==> src/core/rx_err_stat_cfg.svh <==
`ifndef RX_ERR_STAT_CFG_SVH
`define RX_ERR_STAT_CFG_SVH

// register offsets, byte addresses
`define OFS_RX_DMA_OVERRUN      8'h00
`define OFS_RX_SYMBOL_ERROR     8'h04
`define OFS_OVERSIZE_CLEAN      8'h08
`define OFS_OVERSIZE_BAD        8'h0C
`define OFS_UNDERSIZE_CLEAN     8'h10
`define OFS_MISSING_HEARTBEAT   8'h14
`define OFS_LENGTH_MISMATCH     8'h18
`define OFS_NET_CONFIG          8'h20
`define OFS_IRQ_STATUS          8'h24
`define OFS_IRQ_MASK            8'h28

// counter indices, also interrupt bit positions
`define IDX_RX_DMA_OVERRUN      0
`define IDX_RX_SYMBOL_ERROR     1
`define IDX_OVERSIZE_CLEAN      2
`define IDX_OVERSIZE_BAD        3
`define IDX_UNDERSIZE_CLEAN     4
`define IDX_MISSING_HEARTBEAT   5
`define IDX_LENGTH_MISMATCH     6
`define NUM_COUNTERS            7

// network configuration fields
`define CFG_SPEED_100_BIT       0
`define CFG_HALF_DUPLEX_BIT     4
`define CFG_BIG_FRAME_BIT       8
`define CFG_LEN_CHECK_BIT       16
`define CFG_RESET               32'h0000_0000

// other reset values
`define CNT_RESET               8'h00
`define IRQ_RESET               7'h00

// frame length limits in bytes
`define MIN_FRAME_LEN           14'h0040
`define MAX_FRAME_LEN           14'h05EE
`define MAX_BIG_FRAME_LEN       14'h0600
`define TYPE_ID_MIN             16'h0600
`define FRAME_OVERHEAD          17'h00012

// heartbeat window: 96 bit times at each link speed
`define CLK_PERIOD_NS           10
`define SQE_WINDOW_100_NS       960
`define SQE_WINDOW_10_NS        9600

`endif

==> src/core/rx_err_stat_pkg.sv <==
package rx_err_stat_pkg;

	// per-frame summary from the receive path, valid with done
	typedef struct packed {
		logic        done;      // one-cycle end-of-frame strobe
		logic        addr_ok;   // frame passed address recognition
		logic        dma_ovr;   // receive dma overran on this frame
		logic        crc_bad;   // crc check failed
		logic        odd_bits;  // not an integral number of bytes
		logic [13:0] byte_len;  // measured length in bytes
		logic [15:0] len_type;  // length/type field, bytes 13 and 14
	} rx_frame_type;

	// register port request
	typedef struct packed {
		logic        wr;        // write strobe
		logic        rd;        // read strobe
		logic [7:0]  addr;      // byte address
		logic [31:0] wdata;     // write data
	} reg_req_type;

	// heartbeat watch states
	typedef enum logic [0:0] {
		SQE_IDLE,
		SQE_WAIT
	} sqe_state_type;

endpackage

==> src/core/sat_counter.sv <==
`timescale 1ns/1ps
`include "rx_err_stat_cfg.svh"

module sat_counter #(
	parameter int W = 8
) (
	// clock and control
	input  wire logic         clk_i,
	input  wire logic         rst_i,
	input  wire logic         ce_i,
	// count and load
	input  wire logic         inc_i,
	input  wire logic         wr_i,
	input  wire logic [W-1:0] wdata_i,
	output logic      [W-1:0] count_o
);

	logic [W-1:0] count_r;   // current count
	logic [W-1:0] count_nxt; // next count
	logic         at_max;    // all ones, hold there

	assign at_max    = &count_r;
	// software load wins, otherwise saturating increment
	assign count_nxt = wr_i ? wdata_i :
	                   (inc_i && !at_max) ? count_r + {{(W-1){1'b0}}, 1'b1} : count_r;

	// counter register, cleared on reset
	always_ff @(posedge clk_i) begin
		if (rst_i) begin
			count_r <= '0;
		end else if (ce_i) begin
			count_r <= count_nxt;
		end
	end

	assign count_o = count_r;

endmodule

==> src/core/rx_err_stat.sv <==
// Contract
// - count address-matched frames lost to dma overrun
// - count frames with receive error asserted
// - valid-length symbol error also flags fcs/alignment
// - oversize symbol error counts as jabber instead
// - count oversize frames with no errors
// - count oversize frames with any error
// - count short frames with no errors
// - count missing collision after transmit, half duplex
// - count frames shorter than their length field
// - length check only when enable bit set
// - skip type frames and oversize for mismatch
// - transmit underrun frame bumps no other counter
//
// Added by the designer: the placing of the registers and strobed register access.
`timescale 1ns/1ps
`include "rx_err_stat_cfg.svh"

module rx_err_stat
	import rx_err_stat_pkg::*;
#(
	parameter int CNT_W = 8
) (
	// clock, reset, enable
	input  wire logic         CORE_CLK_I,
	input  wire logic         SRST_I,
	input  wire logic         CE_I,
	// register port
	input  wire reg_req_type  REG_REQ_I,
	output logic      [31:0]  REG_RDATA_O,
	// receive path summary
	input  wire rx_frame_type RX_FRAME_I,
	// phy pins, asynchronous
	input  wire logic         MII_RX_DV_I,
	input  wire logic         MII_RX_ER_I,
	input  wire logic         MII_COL_I,
	// transmit path, same clock
	input  wire logic         TX_EN_I,
	input  wire logic         TX_UNDERRUN_I,
	// error pulses toward fcs/alignment counters
	output logic              FCS_ERR_O,
	output logic              ALIGN_ERR_O,
	// interrupt
	output logic              IRQ_O
);

	localparam int NC = `NUM_COUNTERS;

	// heartbeat window lengths in clock cycles, rounded down, never below one
	localparam int SQE_CYC_100_RAW = `SQE_WINDOW_100_NS / `CLK_PERIOD_NS;
	localparam int SQE_CYC_10_RAW  = `SQE_WINDOW_10_NS / `CLK_PERIOD_NS;
	localparam int SQE_CYC_100     = (SQE_CYC_100_RAW < 1) ? 1 : SQE_CYC_100_RAW;
	localparam int SQE_CYC_10      = (SQE_CYC_10_RAW < 1) ? 1 : SQE_CYC_10_RAW;
	localparam logic [10:0] SQE_LOAD_100 = 11'(SQE_CYC_100);
	localparam logic [10:0] SQE_LOAD_10  = 11'(SQE_CYC_10);

	// one-hot counter select from a byte address
	function automatic logic [NC-1:0] cnt_sel(input logic [7:0] addr);
		logic [NC-1:0] sel;
		sel = '0;
		case (addr)
			`OFS_RX_DMA_OVERRUN:    sel[`IDX_RX_DMA_OVERRUN]    = 1'b1;
			`OFS_RX_SYMBOL_ERROR:   sel[`IDX_RX_SYMBOL_ERROR]   = 1'b1;
			`OFS_OVERSIZE_CLEAN:    sel[`IDX_OVERSIZE_CLEAN]    = 1'b1;
			`OFS_OVERSIZE_BAD:      sel[`IDX_OVERSIZE_BAD]      = 1'b1;
			`OFS_UNDERSIZE_CLEAN:   sel[`IDX_UNDERSIZE_CLEAN]   = 1'b1;
			`OFS_MISSING_HEARTBEAT: sel[`IDX_MISSING_HEARTBEAT] = 1'b1;
			`OFS_LENGTH_MISMATCH:   sel[`IDX_LENGTH_MISMATCH]   = 1'b1;
			default:                sel = '0;
		endcase
		return sel;
	endfunction

	// ---------------------------------------------------------------
	// pin synchronisers
	// ---------------------------------------------------------------
	logic [2:0] pin_meta_r;   // first stage, read only by second stage
	logic [2:0] pin_sync_r;   // second stage
	logic       rx_dv_s;      // synced receive data valid
	logic       rx_er_s;      // synced receive error
	logic       col_s;        // synced collision

	// two flops on every phy pin
	always_ff @(posedge CORE_CLK_I) begin
		if (SRST_I) begin
			pin_meta_r <= 3'h0;
			pin_sync_r <= 3'h0;
		end else if (CE_I) begin
			pin_meta_r <= {MII_COL_I, MII_RX_ER_I, MII_RX_DV_I};
			pin_sync_r <= pin_meta_r;
		end
	end

	assign rx_dv_s = pin_sync_r[0];
	assign rx_er_s = pin_sync_r[1];
	assign col_s   = pin_sync_r[2];

	// ---------------------------------------------------------------
	// configuration register
	// ---------------------------------------------------------------
	logic [31:0] cfg_r;       // network configuration
	logic        big_frame;   // 1536-byte limit selected
	logic        len_check;   // length field checking on
	logic        half_duplex; // half duplex operation
	logic        speed_100;   // 100 Mb/s link

	assign big_frame   = cfg_r[`CFG_BIG_FRAME_BIT];
	assign len_check   = cfg_r[`CFG_LEN_CHECK_BIT];
	assign half_duplex = cfg_r[`CFG_HALF_DUPLEX_BIT];
	assign speed_100   = cfg_r[`CFG_SPEED_100_BIT];

	// register port decode
	logic          wr_cfg;    // config write
	logic          wr_isr;    // status write-one-to-clear
	logic          wr_imr;    // mask write
	logic [NC-1:0] wr_cnt;    // counter loads

	assign wr_cfg = REG_REQ_I.wr && (REG_REQ_I.addr == `OFS_NET_CONFIG);
	assign wr_isr = REG_REQ_I.wr && (REG_REQ_I.addr == `OFS_IRQ_STATUS);
	assign wr_imr = REG_REQ_I.wr && (REG_REQ_I.addr == `OFS_IRQ_MASK);
	assign wr_cnt = REG_REQ_I.wr ? cnt_sel(REG_REQ_I.addr) : '0;

	// config storage
	always_ff @(posedge CORE_CLK_I) begin
		if (SRST_I) begin
			cfg_r <= `CFG_RESET;
		end else if (CE_I && wr_cfg) begin
			cfg_r <= REG_REQ_I.wdata;
		end
	end

	// ---------------------------------------------------------------
	// receive symbol error capture over one frame
	// ---------------------------------------------------------------
	logic sym_seen_r;   // rx error seen since last frame end
	logic sym_err;      // symbol error for the closing frame

	// sticky while frame runs, restarts after each frame end
	always_ff @(posedge CORE_CLK_I) begin
		if (SRST_I) begin
			sym_seen_r <= 1'b0;
		end else if (CE_I) begin
			if (RX_FRAME_I.done) begin
				sym_seen_r <= 1'b0;
			end else if (rx_dv_s && rx_er_s) begin
				sym_seen_r <= 1'b1;
			end
		end
	end

	// an error on the last cycle still belongs to this frame
	assign sym_err = sym_seen_r || (rx_dv_s && rx_er_s);

	// ---------------------------------------------------------------
	// receive classification
	// ---------------------------------------------------------------
	logic [13:0] max_len;     // current oversize threshold
	logic        done;        // frame closes this cycle
	logic        any_err;     // crc or symbol error
	logic        oversize;    // longer than maximum
	logic        undersize;   // shorter than minimum
	logic        valid_len;   // between minimum and maximum
	logic        is_length;   // field is a length, not a type
	logic [16:0] need_len;    // field plus header and crc
	logic        short_field; // measured below field

	assign max_len   = big_frame ? `MAX_BIG_FRAME_LEN : `MAX_FRAME_LEN;
	assign done      = RX_FRAME_I.done;
	assign any_err   = RX_FRAME_I.crc_bad || sym_err;
	assign oversize  = RX_FRAME_I.byte_len > max_len;
	assign undersize = RX_FRAME_I.byte_len < `MIN_FRAME_LEN;
	assign valid_len = !undersize && !oversize;
	assign is_length = RX_FRAME_I.len_type < `TYPE_ID_MIN;
	assign need_len  = {1'b0, RX_FRAME_I.len_type} + `FRAME_OVERHEAD;
	assign short_field = {3'h0, RX_FRAME_I.byte_len} < need_len;

	// per-counter increment terms
	logic [NC-1:0] inc;        // increments this cycle
	logic          sqe_miss;   // heartbeat not seen in window

	assign inc[`IDX_RX_DMA_OVERRUN]    = done && RX_FRAME_I.addr_ok
	                                     && RX_FRAME_I.dma_ovr;
	assign inc[`IDX_RX_SYMBOL_ERROR]   = done && sym_err;
	assign inc[`IDX_OVERSIZE_CLEAN]    = done && oversize && !any_err;
	assign inc[`IDX_OVERSIZE_BAD]      = done && oversize && any_err;
	assign inc[`IDX_UNDERSIZE_CLEAN]   = done && undersize && !any_err;
	assign inc[`IDX_MISSING_HEARTBEAT] = sqe_miss;
	assign inc[`IDX_LENGTH_MISMATCH]   = done && len_check && is_length
	                                     && !oversize && short_field;

	// fcs/alignment flags, valid length only
	logic fcs_nxt;     // integral bytes, bad crc or symbol error
	logic align_nxt;   // odd bits, bad crc or symbol error

	assign fcs_nxt   = done && any_err && valid_len && !RX_FRAME_I.odd_bits;
	assign align_nxt = done && any_err && valid_len && RX_FRAME_I.odd_bits;

	// registered error pulses
	always_ff @(posedge CORE_CLK_I) begin
		if (SRST_I) begin
			FCS_ERR_O   <= 1'b0;
			ALIGN_ERR_O <= 1'b0;
		end else if (CE_I) begin
			FCS_ERR_O   <= fcs_nxt;
			ALIGN_ERR_O <= align_nxt;
		end
	end

	// ---------------------------------------------------------------
	// heartbeat (sqe test) watch after transmit
	// ---------------------------------------------------------------
	sqe_state_type sqe_state_r;  // watch state
	logic [10:0]   sqe_cnt_r;    // cycles left in window
	logic          tx_en_q_r;    // transmit enable last cycle
	logic          tx_under_r;   // underrun seen in current frame
	logic          tx_fall;      // transmit just ended
	logic          tx_rise;      // transmit just started

	assign tx_fall = tx_en_q_r && !TX_EN_I;
	assign tx_rise = !tx_en_q_r && TX_EN_I;

	// track transmit edges and underrun per frame
	always_ff @(posedge CORE_CLK_I) begin
		if (SRST_I) begin
			tx_en_q_r  <= 1'b0;
			tx_under_r <= 1'b0;
		end else if (CE_I) begin
			tx_en_q_r <= TX_EN_I;
			if (tx_rise) begin
				tx_under_r <= TX_UNDERRUN_I;
			end else if (TX_UNDERRUN_I) begin
				tx_under_r <= 1'b1;
			end
		end
	end

	// window timer and state
	always_ff @(posedge CORE_CLK_I) begin
		if (SRST_I) begin
			sqe_state_r <= SQE_IDLE;
			sqe_cnt_r   <= 11'h000;
		end else if (CE_I) begin
			case (sqe_state_r)
				SQE_IDLE: begin
					// underrun frames are left out of the watch
					if (tx_fall && half_duplex && !tx_under_r && !TX_UNDERRUN_I) begin
						sqe_state_r <= SQE_WAIT;
						sqe_cnt_r   <= speed_100 ? SQE_LOAD_100 : SQE_LOAD_10;
					end
				end
				SQE_WAIT: begin
					// collision seen or new frame: watch ends quietly
					if (col_s || TX_EN_I) begin
						sqe_state_r <= SQE_IDLE;
					end else if (sqe_cnt_r == 11'h001) begin
						sqe_state_r <= SQE_IDLE;
					end else begin
						sqe_cnt_r <= sqe_cnt_r - 11'h001;
					end
				end
				default: begin
					sqe_state_r <= SQE_IDLE;
				end
			endcase
		end
	end

	// window ran out with no collision
	assign sqe_miss = (sqe_state_r == SQE_WAIT) && !col_s && !TX_EN_I
	                  && (sqe_cnt_r == 11'h001);

	// ---------------------------------------------------------------
	// counters, each updated on its own
	// ---------------------------------------------------------------
	logic [CNT_W-1:0] cnt_val [NC];   // counter values

	genvar g;
	generate
		for (g = 0; g < NC; g++) begin : g_cnt
			sat_counter #(
				.W       (CNT_W)
			) u_cnt (
				.clk_i   (CORE_CLK_I),
				.rst_i   (SRST_I),
				.ce_i    (CE_I),
				.inc_i   (inc[g]),
				.wr_i    (wr_cnt[g]),
				.wdata_i (REG_REQ_I.wdata[CNT_W-1:0]),
				.count_o (cnt_val[g])
			);
		end
	endgenerate

	// ---------------------------------------------------------------
	// interrupt status and mask
	// ---------------------------------------------------------------
	logic [NC-1:0] isr_r;     // sticky event bits
	logic [NC-1:0] imr_r;     // enable mask
	logic [NC-1:0] isr_nxt;   // next status

	// set wins over a write-one clear in the same cycle
	assign isr_nxt = (isr_r & ~(wr_isr ? REG_REQ_I.wdata[NC-1:0] : '0)) | inc;

	// status, mask and interrupt line
	always_ff @(posedge CORE_CLK_I) begin
		if (SRST_I) begin
			isr_r <= `IRQ_RESET;
			imr_r <= `IRQ_RESET;
			IRQ_O <= 1'b0;
		end else if (CE_I) begin
			isr_r <= isr_nxt;
			if (wr_imr) begin
				imr_r <= REG_REQ_I.wdata[NC-1:0];
			end
			IRQ_O <= |(isr_nxt & (wr_imr ? REG_REQ_I.wdata[NC-1:0] : imr_r));
		end
	end

	// ---------------------------------------------------------------
	// read path, data one cycle after the strobe
	// ---------------------------------------------------------------
	logic [NC-1:0]    rd_sel;     // counter selected for read
	logic [CNT_W-1:0] rd_cnt;     // selected counter value
	logic [31:0]      rd_mux;     // read data before the flop

	assign rd_sel = cnt_sel(REG_REQ_I.addr);

	// or together the selected counter
	always_comb begin
		rd_cnt = '0;
		for (int i = 0; i < NC; i++) begin
			if (rd_sel[i]) begin
				rd_cnt = rd_cnt | cnt_val[i];
			end
		end
	end

	// map the remaining registers, unmapped reads as zero
	always_comb begin
		if (|rd_sel) begin
			rd_mux = {{(32-CNT_W){1'b0}}, rd_cnt};
		end else if (REG_REQ_I.addr == `OFS_NET_CONFIG) begin
			rd_mux = cfg_r;
		end else if (REG_REQ_I.addr == `OFS_IRQ_STATUS) begin
			rd_mux = {{(32-NC){1'b0}}, isr_r};
		end else if (REG_REQ_I.addr == `OFS_IRQ_MASK) begin
			rd_mux = {{(32-NC){1'b0}}, imr_r};
		end else begin
			rd_mux = 32'h0000_0000;
		end
	end

	// read data stands only in the cycle after the read strobe
	always_ff @(posedge CORE_CLK_I) begin
		if (SRST_I) begin
			REG_RDATA_O <= 32'h0000_0000;
		end else if (CE_I) begin
			REG_RDATA_O <= REG_REQ_I.rd ? rd_mux : 32'h0000_0000;
		end
	end

endmodule

==> config.mk <==
export PLATFORM = sky130hd
export DESIGN_NAME = rx_err_stat
export DESIGN_NICKNAME = d
export VERILOG_FILES = /design/src/core/rx_err_stat_pkg.sv /design/src/core/sat_counter.sv /design/src/core/rx_err_stat.sv
export VERILOG_INCLUDE_DIRS = /design/src /design/src/core
export SDC_FILE = /design/constraint.sdc
export NUM_CORES = 1
export LEC_CHECK = 0
export ABC_AREA = 1
export BUFFER_PORTS_ARGS = -buffer_cell sky130_fd_sc_hd__buf_4
export CAP_MARGIN = 20
export CELL_PAD_IN_SITES_DETAIL_PLACEMENT = 1
export CELL_PAD_IN_SITES_GLOBAL_PLACEMENT = 2
export CORE_UTILIZATION = 29
export CTS_CLUSTER_SIZE = 14
export DETAILED_ROUTE_END_ITERATION = 6
export PLACE_DENSITY_LB_ADDON = 0.1
export SLEW_MARGIN = 25
export SYNTH_ARGS = -nofsm -noshare
export SYNTH_HDL_FRONTEND = slang
export SYNTH_HIERARCHICAL = 1
export SYNTH_SLANG_ARGS = --single-unit
==> constraint.sdc <==
create_clock -name CORE_CLK_I -period 2.54 [get_ports CORE_CLK_I]
set_input_delay 0.381 -clock CORE_CLK_I [delete_from_list [all_inputs] [get_ports CORE_CLK_I]]
set_output_delay 0.381 -clock CORE_CLK_I [all_outputs]
set_load 0.02 [all_outputs]
## Yosys cells after proc, flatten, opt, wreduce, memory -nomap -nowiden

Cells that the tools add are included.
Widths: inputs -> output; s select.

- Bits in registers: 158
- Logic and storage cells: 193

- Add/subtract/negate cells: 9
- Order comparisons: 4
- Equal/unequal tests: 13
- Muxes and demuxes: 50
- Bitwise gates (word level): 11
- Reductions and logical operators: 85

Operators by type and width:

| kind | number |
|---|---|
| $mux 8 | 21 |
| $mux 32 | 3 |
| $add 8x1->8 const B | 7 |
| $reduce_and 8->1 | 7 |
| $or 8x8->8 | 6 |
| $logic_and 1x1->1 | 37 |
| $mux 7 | 5 |
| $mux 11 | 3 |
| $eq 8x5->1 const B | 3 |
| $eq 8x6->1 const B | 3 |
| $pmux 11 s2 | 1 |
| $mux 10 | 2 |
| $reduce_and 2->1 | 9 |
| $reduce_bool 2->1 | 9 |
| $add 16x5->17 const B | 1 |
| $lt 14x17->1 | 1 |
| $eq 8x4->1 const B | 2 |
| $logic_not 1->1 | 16 |
| $lt 16x11->1 const B | 1 |
| $and 7x7->7 | 2 |
| $gt 14x11->1 | 1 |
| $lt 14x7->1 const B | 1 |
| $mux 1 | 14 |
| $reduce_or 7->1 | 2 |
| 11 further kinds | 15 |

## Longest topological paths before layout

- Depth after elaboration: 17
- Mapped depth: 24
- Depth with buffers taken out: 23

## Cells and area by module

Netlist, hierarchy kept.

By module, submodules not included:

| module | times used | cells an instance | area an instance (um^2) |
|---|---|---|---|
| rx_err_stat | 1 | 876 | 5820.6 |
| sat_counter | 7 | 99 | 604.3 |

## Worst setup path after synthesis

Ideal clock, no wire load.

- Path type: input to register
- Start: input port RX_FRAME_I[1] (netlist name)
- End: register g_cnt[6].u_cnt.count_r[4]
- Library setup time: 114 ps
- Arrival time: 2609 ps
- Data required time: 2426 ps
- Slack: -183 ps
- Cell stages on the path: 23
- Buffers on the path: 1
- Path through: ha_1 nand2_1 nand2_1 nand3_1 nor2_1 inv_1 nor2_1 xnor2_1 ha_1 nand2_1 nor2_1 nor3b_1 nand2_1 nand2_1 nand2_1 nand2_1 nand2_1 inv_1 o21a_1 nand2_4 buf_12 nor2_1 nor2_2

- Cells in the longest elaborated chain, start to end: 7
- Elaborated cells between the ends (all ways): 9

Ends and longest elaborated chain:

| element | RTL line | source |
|---|---|---|
| start, declared | rx_err_stat.sv:32 | `input wire rx_frame_type RX_FRAME_I,` |
| parallel branches: the longest is 3 deep, another holds $add 16x5->17 | - |  |
| $logic_and 1x1->1 (*) | rx_err_stat.sv:189 | `&& !oversize && short_field;` |
| via inc[6] | rx_err_stat.sv:178 | `logic [NC-1:0] inc;` |
| $logic_and 1x1->1 (*) | sat_counter.sv:25 | `(inc_i && !at_max) ? count_r + {{(W-1){1'b0}}, 1'b1} : count_r;` |
| $reduce_bool 2->1 (no line) (*) | - |  |
| $reduce_and 2->1 (no line) (*) | - |  |
| end signal, assigned | sat_counter.sv:32 | `count_r <= count_nxt;` |
| end, declared | sat_counter.sv:18 | `logic [W-1:0] count_r;` |

Mark *: on every way through the listed nets, which the timed path passes.
A chain may end at the register's enable or synchronous reset.

## Worst setup path in the final report

- Start: input port RX_FRAME_I[4] (netlist name)
- End: register g_cnt[6].u_cnt.count_r[0]

Same word-level chain as after synthesis.

==> results.py <==
metrics = {
    "grt": {
        "grt_usage_pct": 20.6,
        "antenna_found_initial": 0,
        "grt_pass1_vias": 10400,
        "grt_start_max_net_pins": 65,
        "met3_usage_pct": 3.74,
        "grt_busiest_layer": "met2",
        "grt_pass1_wl_um": 57200,
        "overflow": 0,
        "use_met1_pct": 27.0,
        "use_met2_pct": 34.9,
    },
    "routing": {
        "drt-initial-drc-count": 450,
        "totalWireLength_um": 35700,
        "drc": 0,
        "vias": 10500,
        "via_per_inst": 4.78,
        "wl_per_cell_um": 16.3,
        "drtAntennaViolNets": 0,
        "dr.pass1.iters": 4,
    },
    "clocking": {
        "clock_sinks": 158,
        "insertion_delay_ns": 0.45,
        "cts_made_buffers": 17,
        "root_buffer": "clkbuf_16",
        "h-tree-depth": 4,
        "clk_pin_slew_ns": 0.07,
        "cts_tree": "done",
        "hold_buffers": 0,
        "cts_buffer_depth": 2,
    },
    "sta": {
        "slew_headroom_pct": 55.3,
        "maxSlewViolCount": 0,
        "setup_tns_ns": 0,
        "period_minus_slack_ns": 2.31,
        "tightest_slew_ns": 0.671,
        "fmaxAchievable_mhz": 433,
        "hold_violations": 0,
        "setup_viol": 0,
        "fin_skew_ns": 0.0128,
        "finalCritPeriodShare_pct": 91.0,
    },
    "yosys": {
        "synth_top_area_share_pct": 31.5,
        "synth_area_leader_cell": "dfxtp_1",
        "synth_area_um2": 10100,
        "synthCells": 1569,
        "synth-async-reset-ratio_pct": 0,
        "syn_nets": 1685,
        "syn_area_per_cell_um2": 6.41,
        "ys_types": 45,
        "synth_edf_count": 0,
        "synth-seq-cells": 158,
        "yosys_warnings": 6,
        "synth_seq_area_share_pct": 31.5,
        "synth_flop_cell": "dfxtp_1",
        "synth_area_leaders": "dfxtp_1, nand2_1, nor2_1",
    },
    "power": {
        "leakage_nw": 5.89,
        "ir_drop_mv": 0.445,
        "p_total_mw": 5.87,
        "clkPwrFrac_pct": 45.0,
        "powerDensity_nw_per_um2": 474,
        "p_sw_share_pct": 28.8,
        "internal-power_mw": 4.18,
        "seq_power_share_pct": 43.8,
        "power.net_switching_mw": 1.69,
        "pwr-share-comb_pct": 11.2,
    },
    "place": {
        "dpl-instance-area_um2": 11700,
        "place_congestion": 0.831,
        "hpwl_um": 26300,
        "portBuffers": 119,
    },
    "worst_setup_path": {
        "cp.required_ns": 2.88,
        "critPathMaxStageDelay_ns": 0.32,
        "worst_path_max_delay_cell": "ha_1",
        "crit_chain": "buf_4 > inv_2 > nand4_1 > o22ai_2 > inv_2 > nor3_2 > xnor2_1 > ha_1 > buf_4 > nand2_1 > nor3b_2 > nand2_1 > nand2_1 > nand2_1 > nand2_1 > nand2_2 > inv_1 > o21a_4 > nand2_4 > o21ai_2 > nor2_1",
        "crit_path_end_kind": "register",
        "critPathArrivalTime_ns": 2.65,
        "cp_max_fo": 6,
        "cp_common_cell": "nand2_1",
        "startpoint_type": "primary input",
        "critical_path_class": "in -> reg",
    },
    "layout": {
        "syn2layout_area_growth_pct": 23.0,
        "seq_area_um2": 3160,
        "fillers": 4424,
        "drive_above_1_share_pct": 18.2,
        "fin_nets": 1840,
        "antenna_cells": 0,
        "multi_input_area_um2": 5940,
        "fin_area_um2": 12400,
    },
    "hold_path": {
        "hp-class": "in -> reg",
    },
    "run_status": {
        "status": "finished clean",
    },
    "floorplan": {
        "rows": 67,
        "start_util_pct": 29.8,
        "core_um2": 33800,
        "ios": 120,
        "die_area_um2": 35400,
        "die_w_um": 188,
        "die_h_um": 188,
    },
    "job": {
        "max_cap_violations": 0,
    },
}
what timing repair did:
| action | CTS | global route |
|---|---|---|
| setup endpoints to repair | 0 | 23 |
| setup buffers | 0 | 1 |
| hold endpoints to repair | 0 | 0 |
| resized for setup | 0 | 21 |
layout by cell type, fill, tap and decap left out, types with 5 or more instances in the layout:
cell type  synthesis  final
nand4_4            7      7
buf_4              3    179
a22o_1             5      5
nor2_1           212    208
a21oi_1          105    105
ha_1              31     30
o21ai_1           18     18
nand2_4            7      7
xor2_1             6      6
o21ai_0           82     82
nor2_2            11     13
inv_2              4      8
o21bai_1           8      8
a31oi_1            5      5
or2_2              8      8
inv_6              0      5
clkbuf_16          0     17
nand4_1           13     13
xnor2_1            9      9
nor2_4            11     13
inv_1            197    193
nand3_2            6      9
nand3_1          118    114
nor3_1            12     11
nand2_1          431    427
dfxtp_1          158    157
o21ai_2           16     16
nand2_2            8     13
layer usage:
metal,vias up,part of all wire (%)
li1,5330,-
met1,4972,49
met2,138,47
met3,14,3.4
met4,0,0.86
met5,-,0
state kept, by name, indices dropped and copies added (netlist names):
name and count:
imr_r 7, ALIGN_ERR_O 1, tx_under_r 1, sqe_state_r 1, pin_sync_r 3, IRQ_O 1
FCS_ERR_O 1, isr_r 7, cfg_r 32, g_cnt.u_cnt/count_o 56, pin_meta_r 3, tx_en_q_r 1
REG_RDATA_O 32, sqe_cnt_r 11, sym_seen_r 1
worst max-delay path: cells and delay by family:
kind	cells	cell delay, ns
and+or+nand+nor	11	0.85
AOI/OAI and AO/OA	3	0.53
buffers and inverters	5	0.45
adders and majority gates	1	0.32
xor gates and xnor gates	1	0.10
path summary, 6_finish.rpt:
check / from / to / slack, ns / depth (start not counted)
worst max-delay path: RX_FRAME_I[4] / g_cnt[6].u_cnt/count_o[0] / 0.23 / 21
worst min-delay path: MII_RX_DV_I / pin_meta_r[0] / 0.16 / 3
worst max register to register: cfg_r[8] / g_cnt[3].u_cnt/count_o[7] / 0.23 / 12
worst min register to register: cfg_r[19] / REG_RDATA_O[19] / 0.46 / 2
through the flow:
stage	utilization, %	hold WS (ns)	instances	setup WS, ns
floorplan	-	0.437	1569	-0.0734
global placement	34.6	0.447	2150	-0.393
detailed placement	34.6	0.455	2150	-0.458
CTS	36.3	0.126	2182	0.0110
global route	36.6	0.143	2185	-0.0208
finish	36.6	0.156	2185	0.230
Yosys cell counts (9+ instances only):
cell / count
dfxtp_1: 158
clkbuf_1: 24
nor2_4: 11
nand3_1: 118
nand4_1: 13
a21oi_1: 105
buf_2: 10
inv_1: 197
nor2_1: 212
nor2_2: 11
o21ai_2: 16
ha_1: 31
xnor2_1: 9
nand2_1: 431
o21ai_0: 82
nor3_1: 12
o21ai_1: 18
power by group through the flow:
stage / registers, mW / clock network [mW] / logic [mW]
final: 2.57 / 2.64 / 0.658
after global routing: 2.58 / 2.82 / 0.740
after CTS: 2.57 / 2.73 / 0.659
after detailed placement: 2.63 / 0 / 0.656
after global placement: 2.63 / 0 / 0.645
after floorplan: 2.61 / 0 / 0.344
kinds of logic after synthesis:
family                   count (synthesis)  share of synthesized area, %
buffers and inverters                  248                          10.7
adder cells (fa/ha/maj)                 31                          3.86
AND/OR/NAND/NOR                        853                          37.8
XOR/XNOR                                15                          1.31
flip-flops                             158                          31.5
AO/OA/AOI/OAI                          264                          14.9
layout make-up:
type                            instances  area share [%]
Clock buffer                           18            3.47
Clock inverter                         14            1.21
Inverter                              202            6.13
Multi-Input combinational cell       1165            48.0
Sequential cell                       158            25.6
Tap cell                              448            4.53
Timing Repair Buffer                  180            11.0
Power figures use the tool's default switching activity.
